**src/rtl/isa_pkg.sv**
```systemverilog
// constants, register map and carrier types of the interrupt/status aggregator
`default_nettype none
package isa_pkg;

  // ==========================================================================
  // timing
  localparam int unsigned CLK_PERIOD_NS = 25;
  localparam int unsigned REFRESH_PERIOD_NS = 1_000_000;
  localparam int unsigned REFRESH_CYCLES = REFRESH_PERIOD_NS / CLK_PERIOD_NS;

  // ==========================================================================
  // register indices on the register port
  localparam logic [3:0] IDX_FLAGS_FIRST = 4'h0;
  localparam logic [3:0] IDX_FLAGS_SECOND = 4'h1;
  localparam logic [3:0] IDX_FLAGS_THIRD = 4'h2;
  localparam logic [3:0] IDX_FLAGS_FOURTH = 4'h3;
  localparam logic [3:0] IDX_FAULT_FLAGS = 4'h4;
  localparam logic [3:0] IDX_ENABLE_FIRST = 4'h5;
  localparam logic [3:0] IDX_FAULT_ENABLE = 4'h9;
  localparam logic [3:0] IDX_ENERGY_PULSE_CFG = 4'hA;
  localparam logic [3:0] IDX_HALF_DIP_MIN = 4'hB;
  localparam logic [3:0] IDX_ONE_DIP_MIN = 4'hC;
  localparam logic [3:0] IDX_HALF_SWELL_MAX = 4'hD;
  localparam logic [3:0] IDX_ONE_SWELL_MAX = 4'hE;

  // ==========================================================================
  // bit positions
  localparam int unsigned BIT_ENERGY_READY = 0;
  localparam int unsigned BIT_SHARED_14 = 14;
  localparam int unsigned BIT_DIP_EVT = 0;
  localparam int unsigned BIT_SWELL_EVT = 1;
  localparam int unsigned BIT_INIT_FAIL = 0;
  localparam int unsigned BIT_CRC_FAIL = 6;
  localparam int unsigned BIT_RATE_FAULT = 8;
  localparam int unsigned BIT_CONV_BASE = 9;
  localparam int unsigned BIT_ENERGY_TIMER_SEL = 0;

  // converter status bits that feed a fault bit
  localparam logic [7:0] CONV_SEL_FIRST = 8'h3F;
  localparam logic [7:0] CONV_SEL_SECOND = 8'h0E;
  localparam logic [7:0] CONV_SEL_THIRD = 8'h7F;

  // ==========================================================================
  // reset values
  localparam logic [31:0] ENABLE_SECOND_RESET = 32'h0000_4000;
  localparam logic [31:0] ZERO_WORD = 32'h0000_0000;

  // ==========================================================================
  // carriers
  typedef struct packed {
    logic wr;
    logic [3:0] addr;
    logic [31:0] wdata;
  } isa_reg_req_t;

  typedef struct packed {
    logic [31:0] shared_evt;
    logic [31:0] third_evt;
    logic [31:0] fourth_evt;
    logic [23:0] rms_half;
    logic half_stb;
    logic [23:0] rms_one;
    logic one_stb;
    logic dip_half;
    logic swell_half;
    logic dip_one;
    logic swell_one;
    logic energy_line_stb;
    logic init_fail;
    logic [5:0] internal_fault;
    logic crc_fail;
    logic rate_fault;
    logic [23:0] sample;
    logic sample_stb;
  } isa_dp_in_t;

  typedef logic [3:0][2:0][7:0] isa_conv_stat_t;

endpackage
`default_nettype wire

```
**src/rtl/isa_w1c_reg.sv**
```systemverilog
// one sticky write-one-to-clear flag register
`timescale 1ns/1ps
`default_nettype none

module isa_w1c_reg (
  input wire logic sys_clk_in, // system clock
  input wire logic reset_in, // async reset, active high
  input wire logic [31:0] set_in, // hardware events, one per bit
  input wire logic [31:0] clr_in, // ones written by software
  output logic [31:0] flags_out // sticky flags
);
  import isa_pkg::*;

  typedef struct packed {
    logic [31:0] flags;
  } isa_w1c_st_t;

  isa_w1c_st_t state_ff;
  isa_w1c_st_t nxt_state;

  always_comb begin
    nxt_state = state_ff;
    // zeros written leave bits alone; a same-cycle event beats the clear
    nxt_state.flags = (state_ff.flags & ~clr_in) | set_in;
  end

  always_ff @(posedge sys_clk_in or posedge reset_in) begin
    if (reset_in) begin
      state_ff <= '0;
    end else begin
      state_ff <= nxt_state;
    end
  end

  assign flags_out = state_ff.flags;

endmodule
`default_nettype wire

```
**src/rtl/isa_status_top.sv**
```systemverilog
// status flags, masks, interrupt pins and refresh cadence of the metrology core
`timescale 1ns/1ps
`default_nettype none

module isa_status_top #(
  parameter int unsigned REFRESH_CYCLES = isa_pkg::REFRESH_CYCLES
) (
  input wire logic sys_clk_in, // 40 MHz system clock
  input wire logic reset_in, // async reset, active high
  input wire isa_pkg::isa_reg_req_t reg_req_in, // register write/address port
  output logic [31:0] reg_rdata_out, // read data of last cycle's address
  input wire isa_pkg::isa_dp_in_t dp_in, // events from the datapath
  input wire isa_pkg::isa_conv_stat_t conv_stat_in, // converter status copies
  input wire logic [31:0] meas_in, // live measurement word
  output logic [31:0] meas_out, // measurement refreshed every ms
  input wire logic [31:0] energy_in, // live energy accumulation
  output logic [31:0] energy_out, // energy on its refresh schedule
  output logic [23:0] good_sample_out, // last sample that passed CRC
  output logic int_pin_first_n_out, // interrupt pin, active low
  output logic int_pin_second_n_out, // interrupt pin, active low
  output logic int_pin_third_n_out, // interrupt pin, active low
  output logic int_pin_fourth_n_out // interrupt pin, active low
);
  import isa_pkg::*;

  // ==========================================================================
  // state
  typedef struct packed {
    logic [15:0] ms_cnt;
    logic booted;
    logic [3:0][31:0] enable;
    logic [31:0] fault_enable;
    logic energy_timer_sel;
    logic in_half_dip;
    logic in_one_dip;
    logic in_half_swell;
    logic in_one_swell;
    logic [23:0] half_dip_min;
    logic [23:0] one_dip_min;
    logic [23:0] half_swell_max;
    logic [23:0] one_swell_max;
    logic [31:0] meas;
    logic [31:0] energy;
    logic [23:0] good_sample;
    logic [31:0] rdata;
    logic [3:0] pin_n;
  } isa_st_t;

  isa_st_t state_ff;
  isa_st_t nxt_state;

  logic [4:0][31:0] set_vec;
  logic [4:0][31:0] clr_vec;
  logic [4:0][31:0] flags;
  logic [31:0] second_view;
  logic [31:0] conv_fault;
  logic fault_summary;
  logic ms_tick;
  logic energy_refresh;
  logic [3:0][31:0] pending;

  // ==========================================================================
  // min/max tracking: restart at event onset, then keep the extreme
  function automatic logic [23:0] track(input logic want_max, input logic was_in,
                                        input logic [23:0] cur, input logic [23:0] val);
    logic [23:0] res;
    res = cur;
    if (!was_in) begin
      res = val;
    end else if (want_max ? (val > cur) : (val < cur)) begin
      res = val;
    end
    return res;
  endfunction

  // ==========================================================================
  // cadence
  assign ms_tick = (state_ff.ms_cnt == 16'(REFRESH_CYCLES - 1));
  assign energy_refresh = state_ff.energy_timer_sel ? dp_in.energy_line_stb : ms_tick;

  // ==========================================================================
  // converter status folding, one fault bit per converter status register
  always_comb begin
    conv_fault = ZERO_WORD;
    for (int c = 0; c < 4; c++) begin
      // level condition: the bit keeps setting until the converter copy clears
      conv_fault[BIT_CONV_BASE + c * 3 + 0] = |(conv_stat_in[c][0] & CONV_SEL_FIRST);
      conv_fault[BIT_CONV_BASE + c * 3 + 1] = |(conv_stat_in[c][1] & CONV_SEL_SECOND);
      conv_fault[BIT_CONV_BASE + c * 3 + 2] = |(conv_stat_in[c][2] & CONV_SEL_THIRD);
    end
  end

  assign fault_summary = |(flags[4] & state_ff.fault_enable);

  // ==========================================================================
  // event sources for each sticky register
  always_comb begin
    set_vec = '0;
    set_vec[0] = dp_in.shared_evt;
    set_vec[0][BIT_SHARED_14] = !state_ff.booted;
    set_vec[0][BIT_ENERGY_READY] = dp_in.shared_evt[BIT_ENERGY_READY] | energy_refresh;
    set_vec[1] = dp_in.shared_evt;
    set_vec[1][BIT_SHARED_14] = 1'b0;
    set_vec[1][BIT_ENERGY_READY] = set_vec[0][BIT_ENERGY_READY];
    set_vec[2] = dp_in.third_evt;
    set_vec[2][BIT_DIP_EVT] = dp_in.third_evt[BIT_DIP_EVT] | (dp_in.one_stb & dp_in.dip_one);
    set_vec[2][BIT_SWELL_EVT] = dp_in.third_evt[BIT_SWELL_EVT]
                                | (dp_in.one_stb & dp_in.swell_one);
    set_vec[3] = dp_in.fourth_evt;
    set_vec[3][BIT_DIP_EVT] = dp_in.fourth_evt[BIT_DIP_EVT]
                              | (dp_in.half_stb & dp_in.dip_half);
    set_vec[3][BIT_SWELL_EVT] = dp_in.fourth_evt[BIT_SWELL_EVT]
                                | (dp_in.half_stb & dp_in.swell_half);
    set_vec[4] = conv_fault;
    set_vec[4][BIT_INIT_FAIL] = dp_in.init_fail;
    set_vec[4][5:1] = dp_in.internal_fault[4:0];
    set_vec[4][7] = dp_in.internal_fault[5];
    set_vec[4][BIT_CRC_FAIL] = dp_in.sample_stb & dp_in.crc_fail;
    set_vec[4][BIT_RATE_FAULT] = dp_in.rate_fault;
  end

  // ==========================================================================
  // five sticky registers
  genvar gi;
  generate
    for (gi = 0; gi < 5; gi++) begin : g_flags
      assign clr_vec[gi] = (reg_req_in.wr && reg_req_in.addr == 4'(gi)) ? reg_req_in.wdata
                                                                       : ZERO_WORD;
      isa_w1c_reg u_flags (
        .sys_clk_in(sys_clk_in),
        .reset_in(reset_in),
        .set_in(set_vec[gi]),
        .clr_in(clr_vec[gi]),
        .flags_out(flags[gi])
      );
    end
  endgenerate

  // bit 14 of the second register is a live view, so a write to it does nothing
  always_comb begin
    second_view = flags[1];
    second_view[BIT_SHARED_14] = fault_summary;
  end

  always_comb begin
    pending[0] = flags[0] & (state_ff.enable[0] | ENABLE_SECOND_RESET);
    pending[1] = second_view & state_ff.enable[1];
    pending[2] = flags[2] & state_ff.enable[2];
    pending[3] = flags[3] & state_ff.enable[3];
  end

  // ==========================================================================
  // next state
  always_comb begin
    nxt_state = state_ff;
    nxt_state.booted = 1'b1;
    nxt_state.ms_cnt = ms_tick ? 16'h0000 : state_ff.ms_cnt + 16'h0001;
    if (ms_tick) begin
      nxt_state.meas = meas_in;
    end
    if (energy_refresh) begin
      nxt_state.energy = energy_in;
    end
    // a failed sample is dropped and the previous good one stays in use
    if (dp_in.sample_stb && !dp_in.crc_fail) begin
      nxt_state.good_sample = dp_in.sample;
    end
    if (dp_in.half_stb) begin
      nxt_state.in_half_dip = dp_in.dip_half;
      nxt_state.in_half_swell = dp_in.swell_half;
      if (dp_in.dip_half) begin
        nxt_state.half_dip_min = track(1'b0, state_ff.in_half_dip, state_ff.half_dip_min,
                                       dp_in.rms_half);
      end
      if (dp_in.swell_half) begin
        nxt_state.half_swell_max = track(1'b1, state_ff.in_half_swell,
                                         state_ff.half_swell_max, dp_in.rms_half);
      end
    end
    if (dp_in.one_stb) begin
      nxt_state.in_one_dip = dp_in.dip_one;
      nxt_state.in_one_swell = dp_in.swell_one;
      if (dp_in.dip_one) begin
        nxt_state.one_dip_min = track(1'b0, state_ff.in_one_dip, state_ff.one_dip_min,
                                      dp_in.rms_one);
      end
      if (dp_in.swell_one) begin
        nxt_state.one_swell_max = track(1'b1, state_ff.in_one_swell, state_ff.one_swell_max,
                                        dp_in.rms_one);
      end
    end
    if (reg_req_in.wr) begin
      if (reg_req_in.addr >= IDX_ENABLE_FIRST && reg_req_in.addr < IDX_FAULT_ENABLE) begin
        nxt_state.enable[2'(reg_req_in.addr - IDX_ENABLE_FIRST)] = reg_req_in.wdata;
      end
      if (reg_req_in.addr == IDX_FAULT_ENABLE) begin
        nxt_state.fault_enable = reg_req_in.wdata;
      end
      if (reg_req_in.addr == IDX_ENERGY_PULSE_CFG) begin
        nxt_state.energy_timer_sel = reg_req_in.wdata[BIT_ENERGY_TIMER_SEL];
      end
    end
    unique case (reg_req_in.addr)
      IDX_FLAGS_FIRST: nxt_state.rdata = flags[0];
      IDX_FLAGS_SECOND: nxt_state.rdata = second_view;
      IDX_FLAGS_THIRD: nxt_state.rdata = flags[2];
      IDX_FLAGS_FOURTH: nxt_state.rdata = flags[3];
      IDX_FAULT_FLAGS: nxt_state.rdata = flags[4];
      4'h5, 4'h6, 4'h7, 4'h8: nxt_state.rdata = state_ff.enable[2'(reg_req_in.addr - 4'h5)];
      IDX_FAULT_ENABLE: nxt_state.rdata = state_ff.fault_enable;
      IDX_ENERGY_PULSE_CFG: nxt_state.rdata = {31'h0000_0000, state_ff.energy_timer_sel};
      IDX_HALF_DIP_MIN: nxt_state.rdata = {8'h00, state_ff.half_dip_min};
      IDX_ONE_DIP_MIN: nxt_state.rdata = {8'h00, state_ff.one_dip_min};
      IDX_HALF_SWELL_MAX: nxt_state.rdata = {8'h00, state_ff.half_swell_max};
      IDX_ONE_SWELL_MAX: nxt_state.rdata = {8'h00, state_ff.one_swell_max};
      default: nxt_state.rdata = ZERO_WORD;
    endcase
    // pins fall one edge after a flag and enable coincide
    for (int p = 0; p < 4; p++) begin
      nxt_state.pin_n[p] = ~|pending[p];
    end
  end

  always_ff @(posedge sys_clk_in or posedge reset_in) begin
    if (reset_in) begin
      state_ff <= '0;
      state_ff.enable[1] <= ENABLE_SECOND_RESET;
      state_ff.pin_n <= 4'hF;
    end else begin
      state_ff <= nxt_state;
    end
  end

  // ==========================================================================
  // outputs
  assign reg_rdata_out = state_ff.rdata;
  assign meas_out = state_ff.meas;
  assign energy_out = state_ff.energy;
  assign good_sample_out = state_ff.good_sample;
  assign int_pin_first_n_out = state_ff.pin_n[0];
  assign int_pin_second_n_out = state_ff.pin_n[1];
  assign int_pin_third_n_out = state_ff.pin_n[2];
  assign int_pin_fourth_n_out = state_ff.pin_n[3];
endmodule
`default_nettype wire

```
**config.mk**
```make
export PLATFORM = sky130hd
export DESIGN_NAME = isa_status_top
export DESIGN_NICKNAME = d
export VERILOG_FILES = /design/src/rtl/isa_pkg.sv /design/src/rtl/isa_w1c_reg.sv /design/src/rtl/isa_status_top.sv
export SDC_FILE = /design/constraint.sdc
export NUM_CORES = 1
export LEC_CHECK = 0
export ABC_AREA = 1
export BUFFER_PORTS_ARGS = -buffer_cell sky130_fd_sc_hd__buf_2
export CAP_MARGIN = 20
export CORE_UTILIZATION = 32
export DETAILED_ROUTE_END_ITERATION = 7
export GPL_ROUTABILITY_DRIVEN = 0
export PLACE_DENSITY_LB_ADDON = 0.05
export SLEW_MARGIN = 5
export SYNTH_ARGS = -nofsm -noshare
export SYNTH_HDL_FRONTEND = slang
export SYNTH_HIERARCHICAL = 1
export SYNTH_SLANG_ARGS = --single-unit
```
**constraint.sdc**
```tcl
create_clock -name sys_clk_in -period 21.4 [get_ports sys_clk_in]
set_input_delay 2.14 -clock sys_clk_in [delete_from_list [all_inputs] [get_ports sys_clk_in]]
set_output_delay 2.14 -clock sys_clk_in [all_outputs]
set_load 0.1 [all_outputs]
```
==> results.md, run 1 <==
* Post-route ant nets at 0
* Tot GR Track Use at about a quarter
* Crit-path max FO at 64
* Cts hold-fix bufs at 0
* Die width at just over 300 µm
* Switching part of the total at between 30% and 40%
* GRT overflow at 0
* Vias per Instance at 4.74
* Setup Viol. Count Final at 0
* Hold slack at 0.462 ns
* Initial drt markers at 1972
* Starting Density at between 30 and 40%
* Worst-skew pair later-pin latency at between 0.6 and 0.7 ns
* Setup Fix Bufs, Post-CTS at 0
* Pint at 0.00221 W
* Worst reg-to-reg path cell count at 13
* Max Cap Violations at 0
* Worst path bufs/invs at 4
* Crit-path max cell delay at about 0.94 ns
* Clock share of power at 36.1%
* Routed WL at ~110000 µm
* Num rows at 110
* Syn. warnings at 6
* Number of global-route vias before repair at between 20000 and 25000
* Final #Nets at between 4000 and 5000
* Status: complete, no violations
* Post-synth design cell area at 29300 µm²
* Initial antenna violation count at 8
* Detailed Routing Iterations Pass 1 at 7
* P&R area growth vs syn at 17.7%
* Psw at 0.00128 W
* Largest net degree at the start of global routing at approximately 120
* Worst slew pin tran at 1.20 ns
* Power Dens Cells at a little over 100 nW/µm²
* Ports at a little over 500
* Core area at about 90000 µm²
* Hold Crit Class: reg -> reg
* Total leakage power at 17.9 nW
* Setup crit end: reg_rdata_out[23]
* Fin cells at around 5400
* Flop pwr share at about 38%
* R2r startpoint: state_ff[138]
* Reg2reg setup slack at roughly 18 ns
* CP required at around 22 ns
* Synth Instances at roughly 3800
* Crit. End Element: flip-flop
* CP Cell Sequence: buf_2 -> buf_4 -> inv_2 -> ha_1 -> nand3_1 -> buf_4 -> o22ai_1 -> a221oi_1 -> nand4_1
* Combinational Power Share at about a quarter
* Type of origin of the critical path: input port
* CTS HTree Levels at 3
* CTS tree: done
* CTS Buf Count at 71
* Post-CTS Resized at 0
* DP HPWL at just under 80000 µm
* Placed insts at approximately 5200
* Fin. max-slew vios at 0
* Maximum buffer depth of the clock tree at 3
* Dpl ws at approximately 15 ns
* Layout Skew at roughly 0.023 ns
* Average wire per standard cell at about 21 µm
* Final WS setup at about 16 ns
* Stages on the worst setup path at 9
* CP top delay family: buffers and inverters
* Setup CP Type: in -> reg
* Worst-path clk slew at 0.06 ns
* Final hold violations at 0
* Max-slew headroom at just over 20%
* DR vias at roughly 25000
* Root Driver: clkbuf_16
* Worst R2R End: state_ff[127]
* CP max-delay cell: a221oi_1
* # port buffers at around 470
* Worst Path Arrival at 6.05 ns
* Worst VDD drop at about 0.00006 V
* # DRC at 0
* Final worst-path cycle share at 26.4%
* Chip height at between 300 and 400 µm
* RSZ-0062 raised after global routing: false
* Crit path top cell by count: buf_4
* Clock sink total at 561
* Avg Inst Size Synth at 7.73 µm²
* Fraction of layout cells with a size suffix above 1 at approximately 17%
* CP Launch Point: reg_req_in[32]
* Final setup TNS at 0 ns
* Maximum clock rate at 177 MHz
* DIE AREA at ~93000 µm²
* Fin crit period at ~5.6 ns
* First-pass GRT wire length at roughly 170000 µm
==> flip-flops by register name (all words and copies together), names as in the netlist <==
| register | cells |
|---|---|
| energy_out | 32 |
| g_flags.u_flags/flags_out | 159 |
| good_sample_out | 24 |
| reg_rdata_out | 32 |
| int_pin_fourth_n_out | 1 |
| meas_out | 32 |
| int_pin_second_n_out | 1 |
| state_ff | 278 |
| int_pin_third_n_out | 1 |
| int_pin_first_n_out | 1 |
==> power by group through the flow <==
stage	combinational, W	sequential, W	clock, W
global route	0.000998	0.00134	0.00133
floorplan	0.000729	0.00131	0
global placement	0.000909	0.00134	0
detailed placement	0.000916	0.00134	0
finish	0.000910	0.00132	0.00126
CTS	0.000918	0.00132	0.00130
==> cells in the final DEF, fill, tap and decap left out, types with 9 or more instances in the layout <==
cell / instances
nand3_1: 136
nand2_2: 10
nor3_1: 12
o21ai_1: 136
clkbuf_8: 20
inv_2: 9
buf_4: 35
o21ai_0: 123
ha_1: 100
o221ai_1: 11
clkbuf_1: 12
inv_1: 530
clkbuf_16: 76
nor4_1: 12
o22ai_1: 59
clkinv_2: 13
buf_2: 474
nor2_1: 280
nand4_1: 40
conb_1: 12
a21oi_1: 103
nand2_1: 1240
a22o_1: 25
dfrtp_1: 556
mux2_2: 24
a221oi_1: 25
clkinv_1: 36
==> final cells by class <==
class	instances	area, µm²
clock inverter	19	210
clock buffer	108	2220
tap	1176	1470
timing repair buffer	512	2710
antenna	5	12.5
inverter	576	2170
fill	9600	55900
multi-input combinational	2414	11700
sequential	561	14000
==> metal layers <==
layer	up-vias	global-route usage [%]	routed length, µm
met5	-	0	21
met2	720	38.3	51100
met4	4	6.93	2640
li1	12500	-	-
met1	12100	33.3	52000
met3	131	3.75	5980
==> worst register-to-register path, delay by kind of cell, from the launching register on <==
| kind | cells | cell delay (ns) |
|---|---|---|
| and+or+nand+nor | 11 | 2.15 |
| DFF | 1 | 0.39 |
| adders and majority gates | 1 | 0.27 |
| buffers and inverters | 1 | 0.06 |
==> per-stage QoR <==
step	power, W	util (%)	cell area [µm²]
after global placement	0.00225	35.4	32000
after floorplan	0.00203	-	29400
after detailed placement	0.00225	35.5	32100
after CTS	0.00354	38.1	34500
after global routing	0.00367	38.2	34500
final	0.00349	38.2	34500
==> worst min path at each step <==
stage / slack [ns] / to / depth (start not counted) / start
floorplan: 0.44 / g_flags[4].u_flags/flags_out[31] / 2 / g_flags[4].u_flags/flags_out[31]
global placement: 0.45 / energy_out[30] / 2 / energy_out[30]
detailed placement: 0.45 / energy_out[7] / 2 / energy_out[7]
CTS: 0.47 / g_flags[0].u_flags/flags_out[14] / 3 / state_ff[385]
global route: 0.48 / g_flags[1].u_flags/flags_out[0] / 2 / g_flags[1].u_flags/flags_out[0]
finish: 0.46 / g_flags[0].u_flags/flags_out[14] / 3 / state_ff[385]
(Power assumes the default switching activity.)
==> run 2: changes to the inputs <==
==> constraint.sdc (replaced) <==
create_clock -name sys_clk_in -period 4.8 [get_ports sys_clk_in]
set_input_delay 0.48 -clock sys_clk_in [delete_from_list [all_inputs] [get_ports sys_clk_in]]
set_output_delay 0.48 -clock sys_clk_in [all_outputs]
set_load 0.1 [all_outputs]
==> results.md, run 2 (synthesized netlist as in run 1, its figures left out) <==
* Max Cap Violations at 0
* # DRC at 0
* Initial drt markers at approximately 1900
* Post-route ant nets at 0
* Max-slew headroom at 17.6%
* Final setup TNS at 0 ns
* Crit-path max FO at 18
* Commonest non-fill, non-tap cell in the layout: nand2_1
* Maximum buffer depth of the clock tree at 3
* Tot GR Track Use at about a quarter
* CTS tree: done
* Pint at 0.00942 W
* CP Cell Sequence: buf_2 -> inv_2 -> ha_1 -> nand3_1 -> o22ai_1 -> a221oi_1 -> nand4_1
* # port buffers at roughly 470
* Die width at between 300 and 400 µm
* Routed WL at between 100000 and 150000 µm
* Vias per Instance at approximately 4.7
* Setup CP Type: in -> reg
* Crit. End Element: flip-flop
* Layout Skew at 0.0203 ns
* P&R area growth vs syn at 17.2%
* Detailed Routing Iterations Pass 1 at 6
* Fraction of layout cells with a size suffix above 1 at approximately 17%
* Placed insts at 5247
* Root Driver: clkbuf_16
* Worst-path clk slew at approximately 0.06 ns
* Starting Density at around 32%
* Switching part of the total at between 30% and 40%
* Maximum clock rate at ~320 MHz
* Average wire per standard cell at between 20 and 25 µm
* CP required at 5.20 ns
* Power Dens Cells at ~440 nW/µm²
* Combinational Power Share at about 27%
* Fin. max-slew vios at 0
* Largest net degree at the start of global routing at between 100 and 150
* Max FFs per register at 278
* Worst path bufs/invs at 2
* Clock share of power at about 34%
* Final worst-path cycle share at roughly two thirds
* Status: complete, no violations
* Final hold violations at 0
* Final #Nets at roughly 4600
* Worst slew pin tran at roughly 1.2 ns
* Worst Path Arrival at between 3 and 4 ns
* CP max-delay cell: a221oi_1
* Most frequent cells in the layout: nand2_1 (1240), dfrtp_1 (556), inv_1 (532), buf_2 (474), nor2_1 (280)
* Power, Total at 0.0151 W
* Post-CTS Resized at 0
* Psw at ~0.0057 W
* GRT overflow at 0
* Core area at approximately 90000 µm²
* Fin cells at 5380
* Number of global-route vias before repair at around 25000
* Initial antenna violation count at 8
* Placed Area at approximately 32000 µm²
* Hold Crit Start: dp_in[144]
* Biggest register: state_ff
* DR vias at ~25000
* CP Launch Point: reg_req_in[32]
* Setup Viol. Count Final at 0
* First-pass GRT wire length at 165000 µm
* Hold Crit Class: in -> reg
* Crit-path max cell delay at around 0.97 ns
* DP HPWL at around 80000 µm
* Chip height at between 300 and 400 µm
* CTS HTree Levels at 3
* CTS Buf Count at just over 70
* Final instance area at approximately 34000 µm²
* Worst VDD drop at approximately 0.00021 V
* Total leakage power at about 18 nW
* Flop pwr share at 39.0%
* Worst-skew pair later-pin latency at a little over 0.6 ns
* R2r startpoint: state_ff[143]
* Num rows at 110
* Clock sink total at approximately 560
* CP top delay family: compound AO/OA/AOI/OAI gates
* DIE AREA at approximately 93000 µm²
* Ports at between 500 and 600
* Type of origin of the critical path: input port
* Fin crit period at approximately 3.1 ns
* RSZ-0062 raised after global routing: false
==> run 2: power groups by stage <==
stage | clock network, W | registers (W) | logic [W]
final | 0.00516 | 0.00590 | 0.00406
after global routing | 0.00550 | 0.00598 | 0.00445
after CTS | 0.00532 | 0.00589 | 0.00409
after detailed placement | 0 | 0.00597 | 0.00408
after global placement | 0 | 0.00597 | 0.00406
after floorplan | 0 | 0.00582 | 0.00325
==> run 2: timing repair <==
item	CTS	global route
setup buffers	0	0
hold buffers	1	0
hold endpoints to repair	8	0
==> run 2: final timing paths <==
path	end	slack, ns	cells past startpoint
hold / removal	g_flags[2].u_flags/flags_out[23]	0.03	3
min in group asynchronous	g_flags[3].u_flags/flags_out[5]	0.45	3
max in group asynchronous	good_sample_out[19]	3.10	4
hold reg to reg	energy_out[18]	0.46	2
setup reg to reg	state_ff[126]	1.68	13
setup / recovery	reg_rdata_out[23]	1.66	7
==> run 2: area by class of cell <==
cell class	instances	area, µm²
Fill cell	9642	56000
Multi-Input combinational cell	2414	11700
Inverter	576	2170
Tap cell	1176	1470
Timing Repair Buffer	523	2810
Clock buffer	104	2010
Clock inverter	22	190
Sequential cell	561	14000
Antenna cell	4	10.0
==> run 2: layer usage <==
layer	track usage (%)	wire length (µm)	share of wire, %
met5	0	25	0.022
met4	6.74	2820	2.5
met3	3.39	6140	5.5
met2	38.5	50900	46
met1	33.2	51400	46
==> run 2: worst reg2reg max path, cell delays in order (launching register included) <==
cell and delay (ns):
dfrtp_1 0.37, inv_1 0.05, ha_1 0.28, nand2_1 0.07
nor2_1 0.22, nand2_1 0.20, nor2_1 0.21, nand2_1 0.08
nand3_1 0.08, nand2_1 0.07, nand2_2 0.51, nand2_2 0.60
nand2_1 0.19, nand2_1 0.07
==> run 2: through the flow <==
| stage | setup slack (ns) | hold slack [ns] | utilization (%) |
|---|---|---|---|
| after detailed placement | 1.11 | 0.453 | 35.5 |
| final | 1.66 | 0.0347 | 38.0 |
| after global routing | 1.48 | 0.0215 | 38.0 |
| after CTS | 1.74 | 0.00249 | 38.0 |
| after global placement | 1.09 | 0.449 | 35.5 |
| after floorplan | -1.09 | 0.441 | - |
